--- src/pkg/t16if_pkg.sv ---
// Constants, types and mode decoding for the timer interrupt flag block.
package t16if_pkg;

    // -------------------------------------------------------------------------
    // Register map
    // -------------------------------------------------------------------------
    localparam int unsigned ADDR_W = 12;
    localparam logic [ADDR_W-1:0] OFS_MASK = 12'h000;
    localparam logic [ADDR_W-1:0] OFS_FLAGS = 12'h004;
    localparam logic [ADDR_W-1:0] OFS_CAPTURE = 12'h008;
    localparam logic [ADDR_W-1:0] OFS_CTRL = 12'h00C;

    // -------------------------------------------------------------------------
    // Field positions and reset values
    // -------------------------------------------------------------------------
    localparam int BIT_CAP = 5;
    localparam int BIT_CMPA = 4;
    localparam int BIT_CMPB = 3;
    localparam int BIT_OVF = 2;
    localparam int CTRL_EDGE_BIT = 0;
    localparam logic [7:0] FLAG_BITS = 8'h3C;
    localparam logic [7:0] MASK_RESET = 8'h00;
    localparam logic [7:0] FLAGS_RESET = 8'h00;
    localparam logic [15:0] ICR_RESET = 16'h0000;
    localparam logic EDGE_RESET = 1'b0;
    localparam logic [31:0] RDATA_ZERO = 32'h0000_0000;

    // -------------------------------------------------------------------------
    // Counter values
    // -------------------------------------------------------------------------
    localparam logic [15:0] CNT_MAX = 16'hFFFF;
    localparam logic [15:0] CNT_BOTTOM = 16'h0000;
    localparam logic [15:0] TOP_8BIT = 16'h00FF;
    localparam logic [15:0] TOP_9BIT = 16'h01FF;
    localparam logic [15:0] TOP_10BIT = 16'h03FF;

    // -------------------------------------------------------------------------
    // Types
    // -------------------------------------------------------------------------
    typedef enum logic [2:0] {TOP_MAX, TOP_8, TOP_9, TOP_10, TOP_ICR, TOP_OCRA} t16if_top_type;
    typedef enum logic [1:0] {OVF_AT_MAX, OVF_AT_TOP, OVF_AT_BOTTOM, OVF_NONE} t16if_ovf_type;

    typedef struct packed {
        logic psel;
        logic penable;
        logic pwrite;
        logic [ADDR_W-1:0] paddr;
        logic [31:0] pwdata;
    } t16if_apb_req_type;

    typedef struct packed {
        logic [31:0] prdata;
        logic pready;
        logic pslverr;
    } t16if_apb_rsp_type;

    typedef struct packed {
        logic [15:0] counter_value;
        logic [15:0] compare_a_value;
        logic [15:0] compare_b_value;
        logic [3:0] waveform_mode_select;
        logic timer_tick;
        logic count_down;
        logic force_compare_a;
        logic force_compare_b;
    } t16if_timer_type;

    // -------------------------------------------------------------------------
    // Mode decoding
    // -------------------------------------------------------------------------
    function automatic t16if_top_type t16if_top_src(input logic [3:0] mode);
        case (mode)
            4'h1, 4'h5: return TOP_8;
            4'h2, 4'h6: return TOP_9;
            4'h3, 4'h7: return TOP_10;
            4'h4, 4'h9, 4'hB, 4'hF: return TOP_OCRA;
            4'h8, 4'hA, 4'hC, 4'hE: return TOP_ICR;
            default: return TOP_MAX;
        endcase
    endfunction

    function automatic t16if_ovf_type t16if_ovf_src(input logic [3:0] mode);
        case (mode)
            4'h0, 4'h4, 4'hC: return OVF_AT_MAX;
            4'h5, 4'h6, 4'h7, 4'hE, 4'hF: return OVF_AT_TOP;
            4'h1, 4'h2, 4'h3, 4'h8, 4'h9, 4'hA, 4'hB: return OVF_AT_BOTTOM;
            default: return OVF_NONE;
        endcase
    endfunction

    typedef struct packed {
        logic [7:0] mask;
        logic [7:0] flags;
        logic [15:0] icr;
        logic edge_rise;
        logic pin_s1;
        logic pin_s2;
        logic pin_prev;
        logic eq_a_prev;
        logic eq_b_prev;
        logic [31:0] prdata;
        logic pready;
        logic pslverr;
        logic irq;
        logic [7:0] irq_req;
    } t16if_state_type;

endpackage

--- src/hw/t16if_top.sv ---
// Interrupt enable and flag logic of a 16-bit timer with an APB register port.
`timescale 1ns/10ps
`default_nettype none

// What this block does
// Capture enable and global enable request capture.
// Compare A enable and global enable request.
// Compare B enable and global enable request.
// Overflow enable and global enable request.
// Capture pin edge sets capture flag.
// Capture-as-TOP mode sets flag at TOP.
// Capture vector execution clears capture flag.
// Writing one clears capture flag.
// Compare A match sets flag next cycle.
// Force compare A never sets flag.
// Compare A flag cleared by vector, write or flag read.
// Compare B match sets flag next cycle.
// Force compare B never sets flag.
// Compare B flag cleared by vector, write or flag read.
// Overflow flag set point follows waveform mode.
// Overflow flag cleared by vector, write or flag read.
// Capture copies counter into capture value.
// Capture pin ignored when capture is TOP.
// Set beats clear in the same cycle.
module t16if_top
    import t16if_pkg::*;
(
    // Clock and reset.
    input wire logic pclk,
    input wire logic presetn,
    // Register bus.
    input wire t16if_apb_req_type apb_req,
    output t16if_apb_rsp_type apb_rsp,
    // Timer counter side.
    input wire t16if_timer_type timer,
    input wire logic capture_input_pin,
    // CPU interrupt side.
    input wire logic global_irq_enable,
    input wire logic [7:0] vector_done,
    output logic [7:0] irq_req,
    output logic irq,
    output logic [15:0] capture_value_reg
);

    // -------------------------------------------------------------------------
    // State
    // -------------------------------------------------------------------------
    t16if_state_type s_r;
    t16if_state_type s_nxt;

    logic pin_edge;
    logic icr_top;
    logic [15:0] top_value;
    logic top_hit;
    logic ovf_set;
    logic eq_a;
    logic eq_b;
    logic set_a;
    logic set_b;
    logic cap_set;
    logic [7:0] set_vec;
    logic [7:0] clr_vec;
    logic acc_first;
    logic xfer_done;
    logic wr_done;
    logic rd_done;
    logic addr_ok;
    t16if_top_type top_src;
    t16if_ovf_type ovf_src;

    // -------------------------------------------------------------------------
    // Event detection
    // -------------------------------------------------------------------------
    assign top_src = t16if_top_src(timer.waveform_mode_select);
    assign ovf_src = t16if_ovf_src(timer.waveform_mode_select);
    assign icr_top = (top_src == TOP_ICR);
    // capture pin edge
    assign pin_edge = s_r.edge_rise ? (s_r.pin_s2 & ~s_r.pin_prev)
                                    : (~s_r.pin_s2 & s_r.pin_prev);

    always_comb begin
        case (top_src)
            TOP_8: top_value = TOP_8BIT;
            TOP_9: top_value = TOP_9BIT;
            TOP_10: top_value = TOP_10BIT;
            TOP_ICR: top_value = s_r.icr;
            TOP_OCRA: top_value = timer.compare_a_value;
            default: top_value = CNT_MAX;
        endcase
    end

    assign top_hit = timer.timer_tick && (timer.counter_value == top_value);

    // overflow point per mode
    always_comb begin
        case (ovf_src)
            OVF_AT_MAX: ovf_set = timer.timer_tick && (timer.counter_value == CNT_MAX);
            OVF_AT_TOP: ovf_set = top_hit;
            OVF_AT_BOTTOM: ovf_set = timer.timer_tick && timer.count_down
                                     && (timer.counter_value == CNT_BOTTOM);
            default: ovf_set = 1'b0;
        endcase
    end

    // compare A match edge
    assign eq_a = (timer.counter_value == timer.compare_a_value);
    assign set_a = eq_a & ~s_r.eq_a_prev;
    // compare B match edge
    assign eq_b = (timer.counter_value == timer.compare_b_value);
    assign set_b = eq_b & ~s_r.eq_b_prev;
    // capture source select
    assign cap_set = icr_top ? top_hit : pin_edge;

    // force strobes excluded
    // force strobes excluded
    always_comb begin
        set_vec = 8'h00;
        set_vec[BIT_CAP] = cap_set;
        set_vec[BIT_CMPA] = set_a;
        set_vec[BIT_CMPB] = set_b;
        set_vec[BIT_OVF] = ovf_set;
    end

    // -------------------------------------------------------------------------
    // Bus decode
    // -------------------------------------------------------------------------
    assign acc_first = apb_req.psel && apb_req.penable && !s_r.pready;
    assign xfer_done = apb_req.psel && apb_req.penable && s_r.pready;
    assign wr_done = xfer_done && apb_req.pwrite && !s_r.pslverr;
    assign rd_done = xfer_done && !apb_req.pwrite && !s_r.pslverr;
    assign addr_ok = (apb_req.paddr == OFS_MASK) || (apb_req.paddr == OFS_FLAGS)
                     || (apb_req.paddr == OFS_CAPTURE) || (apb_req.paddr == OFS_CTRL);

    // vector execution clear
    // write one clear
    // compare A clear
    // compare B clear
    // overflow clear
    always_comb begin
        clr_vec = vector_done & FLAG_BITS;
        if (wr_done && (apb_req.paddr == OFS_FLAGS)) begin
            clr_vec = clr_vec | (apb_req.pwdata[7:0] & FLAG_BITS);
        end
        if (rd_done && (apb_req.paddr == OFS_FLAGS)) begin
            clr_vec = clr_vec | (s_r.prdata[7:0] & FLAG_BITS);
        end
    end

    // -------------------------------------------------------------------------
    // Next state
    // -------------------------------------------------------------------------
    always_comb begin
        s_nxt = s_r;
        s_nxt.pin_s1 = capture_input_pin;
        s_nxt.pin_s2 = s_r.pin_s1;
        s_nxt.pin_prev = s_r.pin_s2;
        s_nxt.eq_a_prev = eq_a;
        s_nxt.eq_b_prev = eq_b;
        // set wins over clear
        s_nxt.flags = (s_r.flags & ~clr_vec) | set_vec;
        if (wr_done && (apb_req.paddr == OFS_MASK)) begin
            s_nxt.mask = apb_req.pwdata[7:0] & FLAG_BITS;
        end
        if (wr_done && (apb_req.paddr == OFS_CTRL)) begin
            s_nxt.edge_rise = apb_req.pwdata[CTRL_EDGE_BIT];
        end
        // capture copies counter
        // pin ignored in TOP mode
        if (cap_set && !icr_top) begin
            s_nxt.icr = timer.counter_value;
        end else if (wr_done && icr_top && (apb_req.paddr == OFS_CAPTURE)) begin
            s_nxt.icr = apb_req.pwdata[15:0];
        end
        s_nxt.pready = acc_first;
        s_nxt.pslverr = acc_first && !addr_ok;
        s_nxt.prdata = RDATA_ZERO;
        if (acc_first) begin
            case (apb_req.paddr)
                OFS_MASK: s_nxt.prdata = {24'h00_0000, s_r.mask};
                OFS_FLAGS: s_nxt.prdata = {24'h00_0000, s_r.flags};
                OFS_CAPTURE: s_nxt.prdata = {16'h0000, s_r.icr};
                OFS_CTRL: s_nxt.prdata = {31'h0000_0000, s_r.edge_rise};
                default: s_nxt.prdata = RDATA_ZERO;
            endcase
        end
        // capture request gating
        // compare A request gating
        // compare B request gating
        // overflow request gating
        s_nxt.irq_req = s_nxt.flags & s_nxt.mask & {8{global_irq_enable}};
        s_nxt.irq = |(s_nxt.flags & s_nxt.mask);
    end

    always_ff @(posedge pclk or negedge presetn) begin
        if (!presetn) begin
            s_r <= '{mask: MASK_RESET, flags: FLAGS_RESET, icr: ICR_RESET,
                     edge_rise: EDGE_RESET, prdata: RDATA_ZERO, irq_req: 8'h00,
                     default: 1'b0};
        end else begin
            s_r <= s_nxt;
        end
    end

    // -------------------------------------------------------------------------
    // Outputs
    // -------------------------------------------------------------------------
    assign apb_rsp = '{prdata: s_r.prdata, pready: s_r.pready, pslverr: s_r.pslverr};
    assign irq_req = s_r.irq_req;
    assign irq = s_r.irq;
    assign capture_value_reg = s_r.icr;
endmodule // t16if_top

`default_nettype wire

--- config.mk ---
export PLATFORM = sky130hd
export DESIGN_NAME = t16if_top
export DESIGN_NICKNAME = d
export VERILOG_FILES = /design/src/pkg/t16if_pkg.sv /design/src/hw/t16if_top.sv
export SDC_FILE = /design/constraint.sdc
export NUM_CORES = 1
export LEC_CHECK = 0
export BUFFER_PORTS_ARGS = -buffer_cell sky130_fd_sc_hd__buf_2
export CAP_MARGIN = 40
export CORE_UTILIZATION = 25
export CTS_BUF_LIST = sky130_fd_sc_hd__clkbuf_4
export CTS_CLUSTER_DIAMETER = 80
export DETAILED_ROUTE_END_ITERATION = 8
export GPL_TIMING_DRIVEN = 0
export HOLD_SLACK_MARGIN = 0.03
export SLEW_MARGIN = 40
export SYNTH_ARGS = -nofsm -noshare
export SYNTH_HDL_FRONTEND = slang
export SYNTH_SLANG_ARGS = --single-unit
--- constraint.sdc ---
create_clock -name pclk -period 2.77 [get_ports pclk]
set_input_delay 0.4155 -clock pclk [delete_from_list [all_inputs] [get_ports pclk]]
set_output_delay 0.4155 -clock pclk [all_outputs]
set_load 0.005 [all_outputs]
======== Word level (Yosys, flattened, before mapping) ========
Memory sizes are Yosys's and may differ from the RTL's.
Index checks and enable logic that the tools add are counted.
storage, ports and cells
  memories ................................ 2
  word-level logic and storage cells ...... 88
  output and inout port bits .............. 59
  ROM bits ................................ 80
  flip-flop bits (word level) ............. 81
cells by class
  bitwise operators ....................... 15
  mux-type cells .......................... 11
  eq/ne operators ......................... 14
  reductions and logical operators ........ 32
memories
  memory           depth  bits a word  rd ports  clocked after Yosys merged registers in  write ports  line             source
  (no name shown)  16     3            1         0                                        0            t16if_pkg.sv:72  case (mode)
  (no name shown)  16     2            1         0                                        0            t16if_pkg.sv:83  case (mode)
operators by type and width
  operator                                         number
  one-hot mux 16 bit (5 select lines)              1
  one-hot mux 16 bit (4 select lines)              1
  == test 16 bit                                   3
  two-way mux 16 bit                               3
  bitwise AND 8 bit                                3
  == test 12 x 4 -> 1 bit (second input constant)  2
  logical AND 1 bit                                19
  == test 16 bit (second input constant)           1
  logical NOT 16 bit                               1
  two-way mux 8 bit                                2
  bitwise OR 8 x 6 -> 8 bit                        2
  == test 12 x 3 -> 1 bit (second input constant)  1
  logical NOT 12 bit                               1
  NOT 8 bit                                        1
  OR reduction 8 bit                               1
  == test 3 x 2 -> 1 bit (second input constant)   2
  == test 3 bit (second input constant)            2
  two-way mux 6 bit                                1
  bitwise OR 6 bit                                 1
  logical NOT 1 bit                                5
  bitwise AND 1 bit                                4
  NOT 1 bit                                        4
  == test 3 x 1 -> 1 bit (second input constant)   1
  logical OR 1 bit                                 3
  other kinds (6)                                  7

======== Depth between registers and ports, before layout ========
Gate-level depths: netlist of run 1.
  depth after elaboration ................. 13
  mapped depth ............................ 9
  depth with buffers taken out ............ 7

======== Worst setup path after synthesis of run 1 ========
OpenSTA, ideal clock, no wires.
  kind .................................... input port to flip-flop
  start point ............................. input timer[5] (netlist bit)
  end point ............................... register s_r, in the netlist irq
  data arrival time ....................... 2.268 ns
  buffers on the path ..................... 1
  stages on the path ...................... 8
  path slack .............................. 0.412 ns
  required time ........................... 2.680 ns
  setup time .............................. 0.090 ns
  path through ............................ buf_2 > or4b_2 > a21oi_1 > nor3_1 > a2111oi_0 > and4bb_2 > a31oi_1 > o221ai_1
RTL lines
  item                  line              source
  from (decl)           t16if_top.sv:35   input wire t16if_timer_type timer,
  to (signal assigned)  t16if_top.sv:196  s_r <= '{mask: MASK_RESET, flags: FLAGS_RESET, icr: ICR_RESET,
  to (signal assigned)  t16if_top.sv:200  s_r <= s_nxt;
  to (decl)             t16if_top.sv:48   t16if_state_type s_r;

======== Worst setup path in the final report of run 1 ========
  start point ............................. input timer[4] (netlist bit)
  end point ............................... register s_r, in the netlist capture_value_reg[13]
on the way
  longest elaborated chain between the ends .. 8
  elaborated cells between the ends (all ways) .. 16
ends and longest elaborated chain
  item                                                      line              source
  memory (16 x 3 bit) (*)                                   -
  == test 3 bit (tied with other cells)                     t16if_top.sv:82   case (top_src)
  one-hot mux 16 bit (5 select lines)                       t16if_top.sv:82
  == test 16 bit                                            t16if_top.sv:92   assign top_hit = timer.timer_tick && (timer.counter_value == top_value);
  logical AND 1 bit                                         t16if_top.sv:92
  two-way mux 1 bit                                         t16if_top.sv:112  assign cap_set = icr_top ? top_hit : pin_edge;
  logical AND 1 bit                                         t16if_top.sv:169  if (cap_set && !icr_top) begin
  two-way mux 16 bit or nonzero test 2 bit (tied branches)  -
Every way passes the cells marked *; elsewhere a longest branch is shown, timed or not.
A chain may end at the register's enable or synchronous reset.

==> results of run 1 <==
==> cells in the mapped netlist (all sizes together) (2+ instances only) <==
cell	n
a2111oi	3
a21oi	15
a221o	5
a221oi	4
a22oi	2
and2	12
and3	10
buf	66
clkbuf	25
dfrtp	53
inv	18
mux2	4
mux2i	20
nand2	30
nand2b	10
nand3	5
nand3b	2
nand4	5
nand4b	2
nor2	30
nor2b	3
nor3	12
nor3b	2
nor4	17
o21a	5
o21ai	27
o22ai	2
o2bb2ai	4
o311a	4
o31ai	12
or2	2
or4	2
or4b	2
xor2	34
==> metal layers <==
metal  share of wire, %  global-route usage [%]
met5                  0                       0
met4               0.92                    3.11
met3                7.3                    2.74
met2                 45                    25.4
met1                 47                    21.6
==> layout make-up <==
class / instances / area (sq um)
fill: 1678 / 10400
timing repair buffer: 113 / 568
buffer: 90 / 572
clock inverter: 2 / 38.8
inverter: 19 / 71.3
tap: 211 / 264
sequential: 53 / 1330
multi-input combinational: 322 / 2110
clock buffer: 6 / 45.0
==> metrics by stage <==
step / utilization, % / TNS, ns / power, mW / hold slack (ns)
after floorplan: - / 0 / 1.18 / 0.120
after global placement: 31.8 / -4.22 / 1.38 / 0.334
after detailed placement: 31.8 / -3.93 / 1.39 / 0.336
after CTS: 32.3 / 0 / 1.85 / 0.0593
after global routing: 32.4 / 0 / 1.95 / 0.0768
final: 32.4 / 0 / 1.84 / 0.0351
==> placed cells by master, fill, tap and decap left out, types with 10 or more instances in the layout <==
master | Yosys | final
sky130_fd_sc_hd__and3_1 | 10 | 10
sky130_fd_sc_hd__o21ai_0 | 26 | 26
sky130_fd_sc_hd__dfrtp_1 | 53 | 53
sky130_fd_sc_hd__xor2_1 | 34 | 34
sky130_fd_sc_hd__a21oi_1 | 15 | 15
sky130_fd_sc_hd__nand2_1 | 30 | 30
sky130_fd_sc_hd__nor4_1 | 16 | 16
sky130_fd_sc_hd__clkbuf_1 | 25 | 24
sky130_fd_sc_hd__nor3_1 | 11 | 11
sky130_fd_sc_hd__nor2_1 | 30 | 30
sky130_fd_sc_hd__o31ai_1 | 12 | 12
sky130_fd_sc_hd__nand2b_1 | 10 | 10
sky130_fd_sc_hd__inv_1 | 17 | 17
sky130_fd_sc_hd__buf_4 | 58 | 59
sky130_fd_sc_hd__mux2i_1 | 20 | 20
sky130_fd_sc_hd__buf_2 | 7 | 119
sky130_fd_sc_hd__conb_1 | 1 | 20
sky130_fd_sc_hd__and2_1 | 12 | 12
==> power by group through the flow <==
| stage | clock network [mW] | logic [mW] | registers [mW] |
|---|---|---|---|
| 2_1_floorplan | 0 | 0.319 | 0.857 |
| 4_1_cts | 0.478 | 0.511 | 0.864 |
| 6_report | 0.461 | 0.514 | 0.863 |
| 3_3_place_gp | 0 | 0.506 | 0.879 |
| 5_1_grt | 0.513 | 0.567 | 0.872 |
| 3_5_place_dp | 0 | 0.509 | 0.879 |
==> worst max-delay path by stage <==
| stage | from | endpoint | cells past startpoint | slack, ns |
|---|---|---|---|---|
| final | timer[4] | capture_value_reg[13]$_DFFE_PN0P_ | 9 | 0.17 |
| after global routing | timer[4] | capture_value_reg[13]$_DFFE_PN0P_ | 9 | 0.03 |
| after CTS | timer[4] | capture_value_reg[12]$_DFFE_PN0P_ | 10 | 0.05 |
| after detailed placement | timer[4] | capture_value_reg[12]$_DFFE_PN0P_ | 10 | -0.40 |
| after global placement | timer[4] | capture_value_reg[10]$_DFFE_PN0P_ | 10 | -0.42 |
| after floorplan | timer[5] | irq$_DFF_PN0_ | 8 | 0.41 |
==> cells by family (layout without fill, tap and decap cells) <==
| logic type | after synthesis | after routing | synth area share (%) |
|---|---|---|---|
| and+or+nand+nor | 151 | 151 | 20.8 |
| xor gates and xnor gates | 34 | 34 | 7.44 |
| muxes | 25 | 25 | 6.69 |
| other | 1 | 20 | 0.0937 |
| DFF | 53 | 53 | 33.1 |
| buffers and inverters | 110 | 230 | 16.2 |
| AOI/OAI and AO/OA | 92 | 92 | 15.7 |
==> worst register-to-register path, cell delays in order (launching register included) <==
cell and delay [ns]:
sky130_fd_sc_hd__dfrtp_1 0.40, sky130_fd_sc_hd__nand4b_1 0.19, sky130_fd_sc_hd__nand4b_1 0.22, sky130_fd_sc_hd__nor3_1 0.55, sky130_fd_sc_hd__a221o_1 0.35, sky130_fd_sc_hd__nand3_1 0.10, sky130_fd_sc_hd__a31oi_1 0.40, sky130_fd_sc_hd__o221ai_1 0.21
==> impl_metrics.env, run 1 <==
export IMPL_mappedNetlistArea_sq_um=4000
export IMPL_buffer_ports_inserted=113
export IMPL_n_antenna_cell=0
export IMPL_largest_register_ff_count=18
export IMPL_endpoint_kind="flip-flop"
export IMPL_setup_violations_final=0
export IMPL_ys_top_cells_by_area="sky130_fd_sc_hd__dfrtp_1 (33%), sky130_fd_sc_hd__buf_4 (11%), sky130_fd_sc_hd__xor2_1 (7.4%), sky130_fd_sc_hd__mux2i_1 (5.0%), sky130_fd_sc_hd__o21ai_0 (3.3%)"
export IMPL_max_clock_path_buffers=2
export IMPL_rsz0062_at_grt="false"
export IMPL_critical_path_max_stage_delay_ns=0.60
export IMPL_grt_antenna_before_repair=0
export IMPL_path_type_of_the_worst_setup_path="in -> reg"
export IMPL_setup_slack_ns=0.171
export IMPL_netSwitchingPower_mw=0.573
export IMPL_power_density_nw_per_um2=368
export IMPL_vdd_ir_drop_max_uv=203
export IMPL_post_route_cell_area_sq_um=4990
export IMPL_power_clock_fraction_pct=25.1
export IMPL_detail_route_vias_per_cell=4.66
export IMPL_global_route_wire_length_before_repair_microns=19400
export IMPL_dpl_cell_count=809
export IMPL_p_comb_share_pct=28.0
export IMPL_place_hpwl_microns=10200
export IMPL_slew_limit_headroom_pct=53.3
export IMPL_ctsResizeCount=0
export IMPL_clock_latency_on_the_worst_skew_pair_ns=0.39
export IMPL_worst_r2r_cell_count=7
export IMPL_netlist_cell_type_count=59
export IMPL_power_share_switching_pct=31.2
export IMPL_grt_ovfl_total=0
export IMPL_detailroute_via_count=3806
export IMPL_power_leakage_nw=2.48
export IMPL_synthFlopType="sky130_fd_sc_hd__dfrtp_1"
export IMPL_cp_arrival_ns=2.87
export IMPL_cp_slowest_cell="sky130_fd_sc_hd__and3_1"
export IMPL_cap_viol_max_count=0
export IMPL_hp_class="in -> async"
export IMPL_worst_path_max_fanout=10
export IMPL_final_hold_vios=0
export IMPL_timing_critical_path_cells="buf_2, buf_2, buf_2, clkbuf_1, nor2_1, and3_1, buf_2, mux2i_1, o21ai_0"
export IMPL_asyncSetResetFlopFracSynth_pct=100
export IMPL_timing_critical_path_required_ns=3.04
export IMPL_initial_core_util_pct=25.9
export IMPL_floorplan_core_area_sq_um=15400
export IMPL_grt_pass1_vias=3452
export IMPL_skew_ns=0.00588
export IMPL_yosys_top_cell_by_area="sky130_fd_sc_hd__dfrtp_1"
export IMPL_final_cell_count_no_fill=816
export IMPL_postCtsSetupBuffers=0
export IMPL_gr_usage_all_layers_pct=15.6
export IMPL_sequentialPowerShare_pct=47.0
export IMPL_cts_sinks=53
export IMPL_drt_pass1_iter_count=5
export IMPL_synth_edff_count=0
export IMPL_clockRootBuffer="sky130_fd_sc_hd__clkbuf_4"
export IMPL_synthesis_instances=466
export IMPL_cts_buffers=5
export IMPL_drc=0
export IMPL_reg2reg_to="irq$_DFF_PN0_"
export IMPL_ys_warnings_count=0
export IMPL_drt_initial_drc_count=284
export IMPL_final_antenna_net_count=0
export IMPL_critical_path_reg2reg_startpoint="apb_rsp[0]$_DFF_PN0_"
export IMPL_routed_wire_length_per_instance_microns=15.7
export IMPL_design_portCount=174
export IMPL_run_status="complete, no violations"
export IMPL_synth_seq_cells=53
export IMPL_floorplan_die_width_microns=129
export IMPL_gp_congestion=0.909
export IMPL_reg2reg_slack_ns=0.21
export IMPL_synth_seq_area_share_pct=33.1
export IMPL_totalWireLength_microns=12800
export IMPL_cts_tree="yes"
export IMPL_hold_bufs_at_cts=0
export IMPL_cp_buffers_inverters=5
export IMPL_timing_final_crit_period_ns=2.60
export IMPL_cell_internal_pwr_mw=1.27
export IMPL_post_route_cells_drive_above_1_share_pct=33.2
export IMPL_period_share_pct=93.8
export IMPL_path_delay_family="buffers and inverters"
export IMPL_fp_dieArea_sq_um=16500
export IMPL_cts_htree_levels=2
export IMPL_startpoint_type="input pin"
export IMPL_synthesis_area_per_instance_sq_um=8.59
export IMPL_synth_top_area_share_pct=33.1
export IMPL_place_area_sq_um=4900
export IMPL_most_repeated_library_cell_on_the_critical_path="sky130_fd_sc_hd__buf_2"
export IMPL_die_h_microns=129
export IMPL_maxSlewViolCount=0
export IMPL_placement_setup_worst_slack_ns=-0.395
export IMPL_grt_max_degree=54
export IMPL_syn_to_final_growth_pct=24.8
export IMPL_max_clock_freq_mhz=385
export IMPL_timing_worst_slew_pin_value_ns=0.700
export IMPL_finalNetCount=719
export IMPL_fp_row_count=45
export IMPL_worst_setup_hold_path_clk_slew_ns=0.16
No activity file was read; power rests on OpenSTA's default activity.
==> run 2, diff against run 1 <==
- clock period: 2.77 -> 2.7 ns (I/O delays scaled with it)
==> impl_metrics.env, run 2 (synthesis gave the netlist of run 1 again) <==
export IMPL_max_clock_path_buffers=2
export IMPL_design_portCount=174
export IMPL_timing_critical_path_cells="buf_2, buf_2, or4b_2, a21oi_1, nor3_1, a2111oi_0, and4bb_2, nand3_1, o221ai_1"
export IMPL_drc=0
export IMPL_cap_viol_max_count=0
export IMPL_endpoint_kind="flip-flop"
export IMPL_path_delay_family="simple AND/OR/NAND/NOR gates"
export IMPL_worst_hold_slack_ns=0.0282
export IMPL_timing_final_crit_period_ns=2.53
export IMPL_clock_latency_on_the_worst_skew_pair_ns=0.39
export IMPL_totalWireLength_microns=12800
export IMPL_fp_dieArea_sq_um=16500
export IMPL_grt_antenna_before_repair=0
export IMPL_setup_violations_final=0
export IMPL_cts_tree="yes"
export IMPL_max_clock_freq_mhz=395
export IMPL_grt_max_degree=54
export IMPL_maxSlewViolCount=0
export IMPL_critical_path_max_stage_delay_ns=0.68
export IMPL_setup_slack_ns=0.168
export IMPL_power_leakage_nw=2.48
export IMPL_commonest_non_fill_non_tap_cell_in_the_layout="sky130_fd_sc_hd__buf_2"
export IMPL_buffer_ports_inserted=113
export IMPL_layout_common_cells="sky130_fd_sc_hd__buf_2 (119), sky130_fd_sc_hd__buf_4 (59), sky130_fd_sc_hd__dfrtp_1 (53)"
export IMPL_n_antenna_cell=0
export IMPL_cp_slowest_cell="sky130_fd_sc_hd__or4b_2"
export IMPL_floorplan_die_width_microns=129
export IMPL_fp_row_count=45
export IMPL_place_area_sq_um=4900
export IMPL_syn_to_final_growth_pct=25.0
export IMPL_rsz0062_at_grt="false"
export IMPL_post_route_cell_area_sq_um=5000
export IMPL_place_hpwl_microns=10200
export IMPL_post_route_cells_drive_above_1_share_pct=33.6
export IMPL_power_density_nw_per_um2=377
export IMPL_crit_start="timer[5]"
export IMPL_final_antenna_net_count=0
export IMPL_skew_ns=0.00643
export IMPL_finalNetCount=719
export IMPL_cts_sinks=53
export IMPL_timing_critical_path_required_ns=3.00
export IMPL_slew_limit_headroom_pct=53.4
export IMPL_postCtsSetupBuffers=0
export IMPL_gr_usage_all_layers_pct=15.6
export IMPL_largest_register_ff_count=18
export IMPL_cp_buffers_inverters=2
export IMPL_most_repeated_library_cell_on_the_critical_path="sky130_fd_sc_hd__buf_2"
export IMPL_layout_core_utilization_pct=32.4
export IMPL_detailroute_via_count=3789
export IMPL_cp_arrival_ns=2.83
export IMPL_gp_congestion=0.909
export IMPL_timing_worst_slew_pin_value_ns=0.699
export IMPL_worst_setup_hold_path_clk_slew_ns=0.16
export IMPL_initial_core_util_pct=25.9
export IMPL_cts_htree_levels=2
export IMPL_detail_route_vias_per_cell=4.64
export IMPL_hp_class="in -> async"
export IMPL_vdd_ir_drop_max_uv=208
export IMPL_startpoint_type="input pin"
export IMPL_drt_initial_drc_count=286
export IMPL_final_hold_vios=0
export IMPL_period_share_pct=93.8
export IMPL_grt_pass1_vias=3449
export IMPL_run_status="complete, no violations"
export IMPL_design_power_total_mw=1.88
export IMPL_critical_path_reg2reg_startpoint="capture_value_reg[9]$_DFFE_PN0P_"
export IMPL_cts_buffers=5
export IMPL_path_type_of_the_worst_setup_path="in -> reg"
export IMPL_routed_wire_length_per_instance_microns=15.7
export IMPL_global_route_wire_length_before_repair_microns=19400
export IMPL_grt_ovfl_total=0
export IMPL_worst_path_max_fanout=10
export IMPL_clockRootBuffer="sky130_fd_sc_hd__clkbuf_4"
export IMPL_floorplan_core_area_sq_um=15400
export IMPL_die_h_microns=129
export IMPL_drt_pass1_iter_count=5
export IMPL_placement_setup_worst_slack_ns=-0.455
==> run 2: changes by cell type in the layout (fill, tap and decap cells not counted) <==
cell,delta
sky130_fd_sc_hd__and3_1,-1
sky130_fd_sc_hd__and3_2,+1
sky130_fd_sc_hd__nor3_1,-1
sky130_fd_sc_hd__nor3_2,+1
==> run 2: area by class of cell <==
type                       instances  area, sq um
buffer                            90          572
timing repair buffer             113          568
clock buffer                       6         45.0
multi-input combinational        322         2110
inverter                          19         71.3
tap                              211          264
sequential                        53         1330
fill                            1677        10400
clock inverter                     2         38.8
==> run 2: worst paths after layout <==
kind | to | depth (start not counted) | slack, ns
max in group asynchronous | apb_rsp[14]$_DFF_PN0_ | 1 | 2.20
min in group pclk | s_nxt[46]$_DFF_PN0_ | 1 | 0.11
min | apb_rsp[0]$_DFF_PN0_ | 1 | 0.03
min reg2reg | s_nxt[45]$_DFF_PN0_ | 0 | 0.37
max reg2reg | irq$_DFF_PN0_ | 6 | 0.20
max | irq$_DFF_PN0_ | 9 | 0.17
==> run 2: where the power goes <==
group          switching (mW)  total, mW  leakage (nW)  internal (mW)
clock                   0.263      0.471        0.0459          0.208
combinational           0.272      0.528          1.73          0.255
sequential             0.0501      0.886         0.705          0.836
total                   0.586       1.88          2.48           1.30
==> run 2: layer usage <==
metal	up-vias	track usage (%)	share of wire, %
met1	1755	21.6	47
met4	0	3.11	1.0
met3	9	2.74	7.2
met2	184	25.4	45
li1	1841	-	-
met5	-	0	0
==> run 2: timing repair <==
action / 4_1_cts / 5_1_grt
endpoints found under the setup margin: 2 / 7
pin swaps: 0 / 1
hold buffers: 0 / 0
gates resized for setup: 0 / 3
==> run 2: per-stage QoR <==
stage | std cells | setup TNS [ns]
final | 816 | 0
after global routing | 816 | 0
after CTS | 816 | 0
after detailed placement | 809 | -5.18
after global placement | 809 | -5.42
after floorplan | 485 | 0
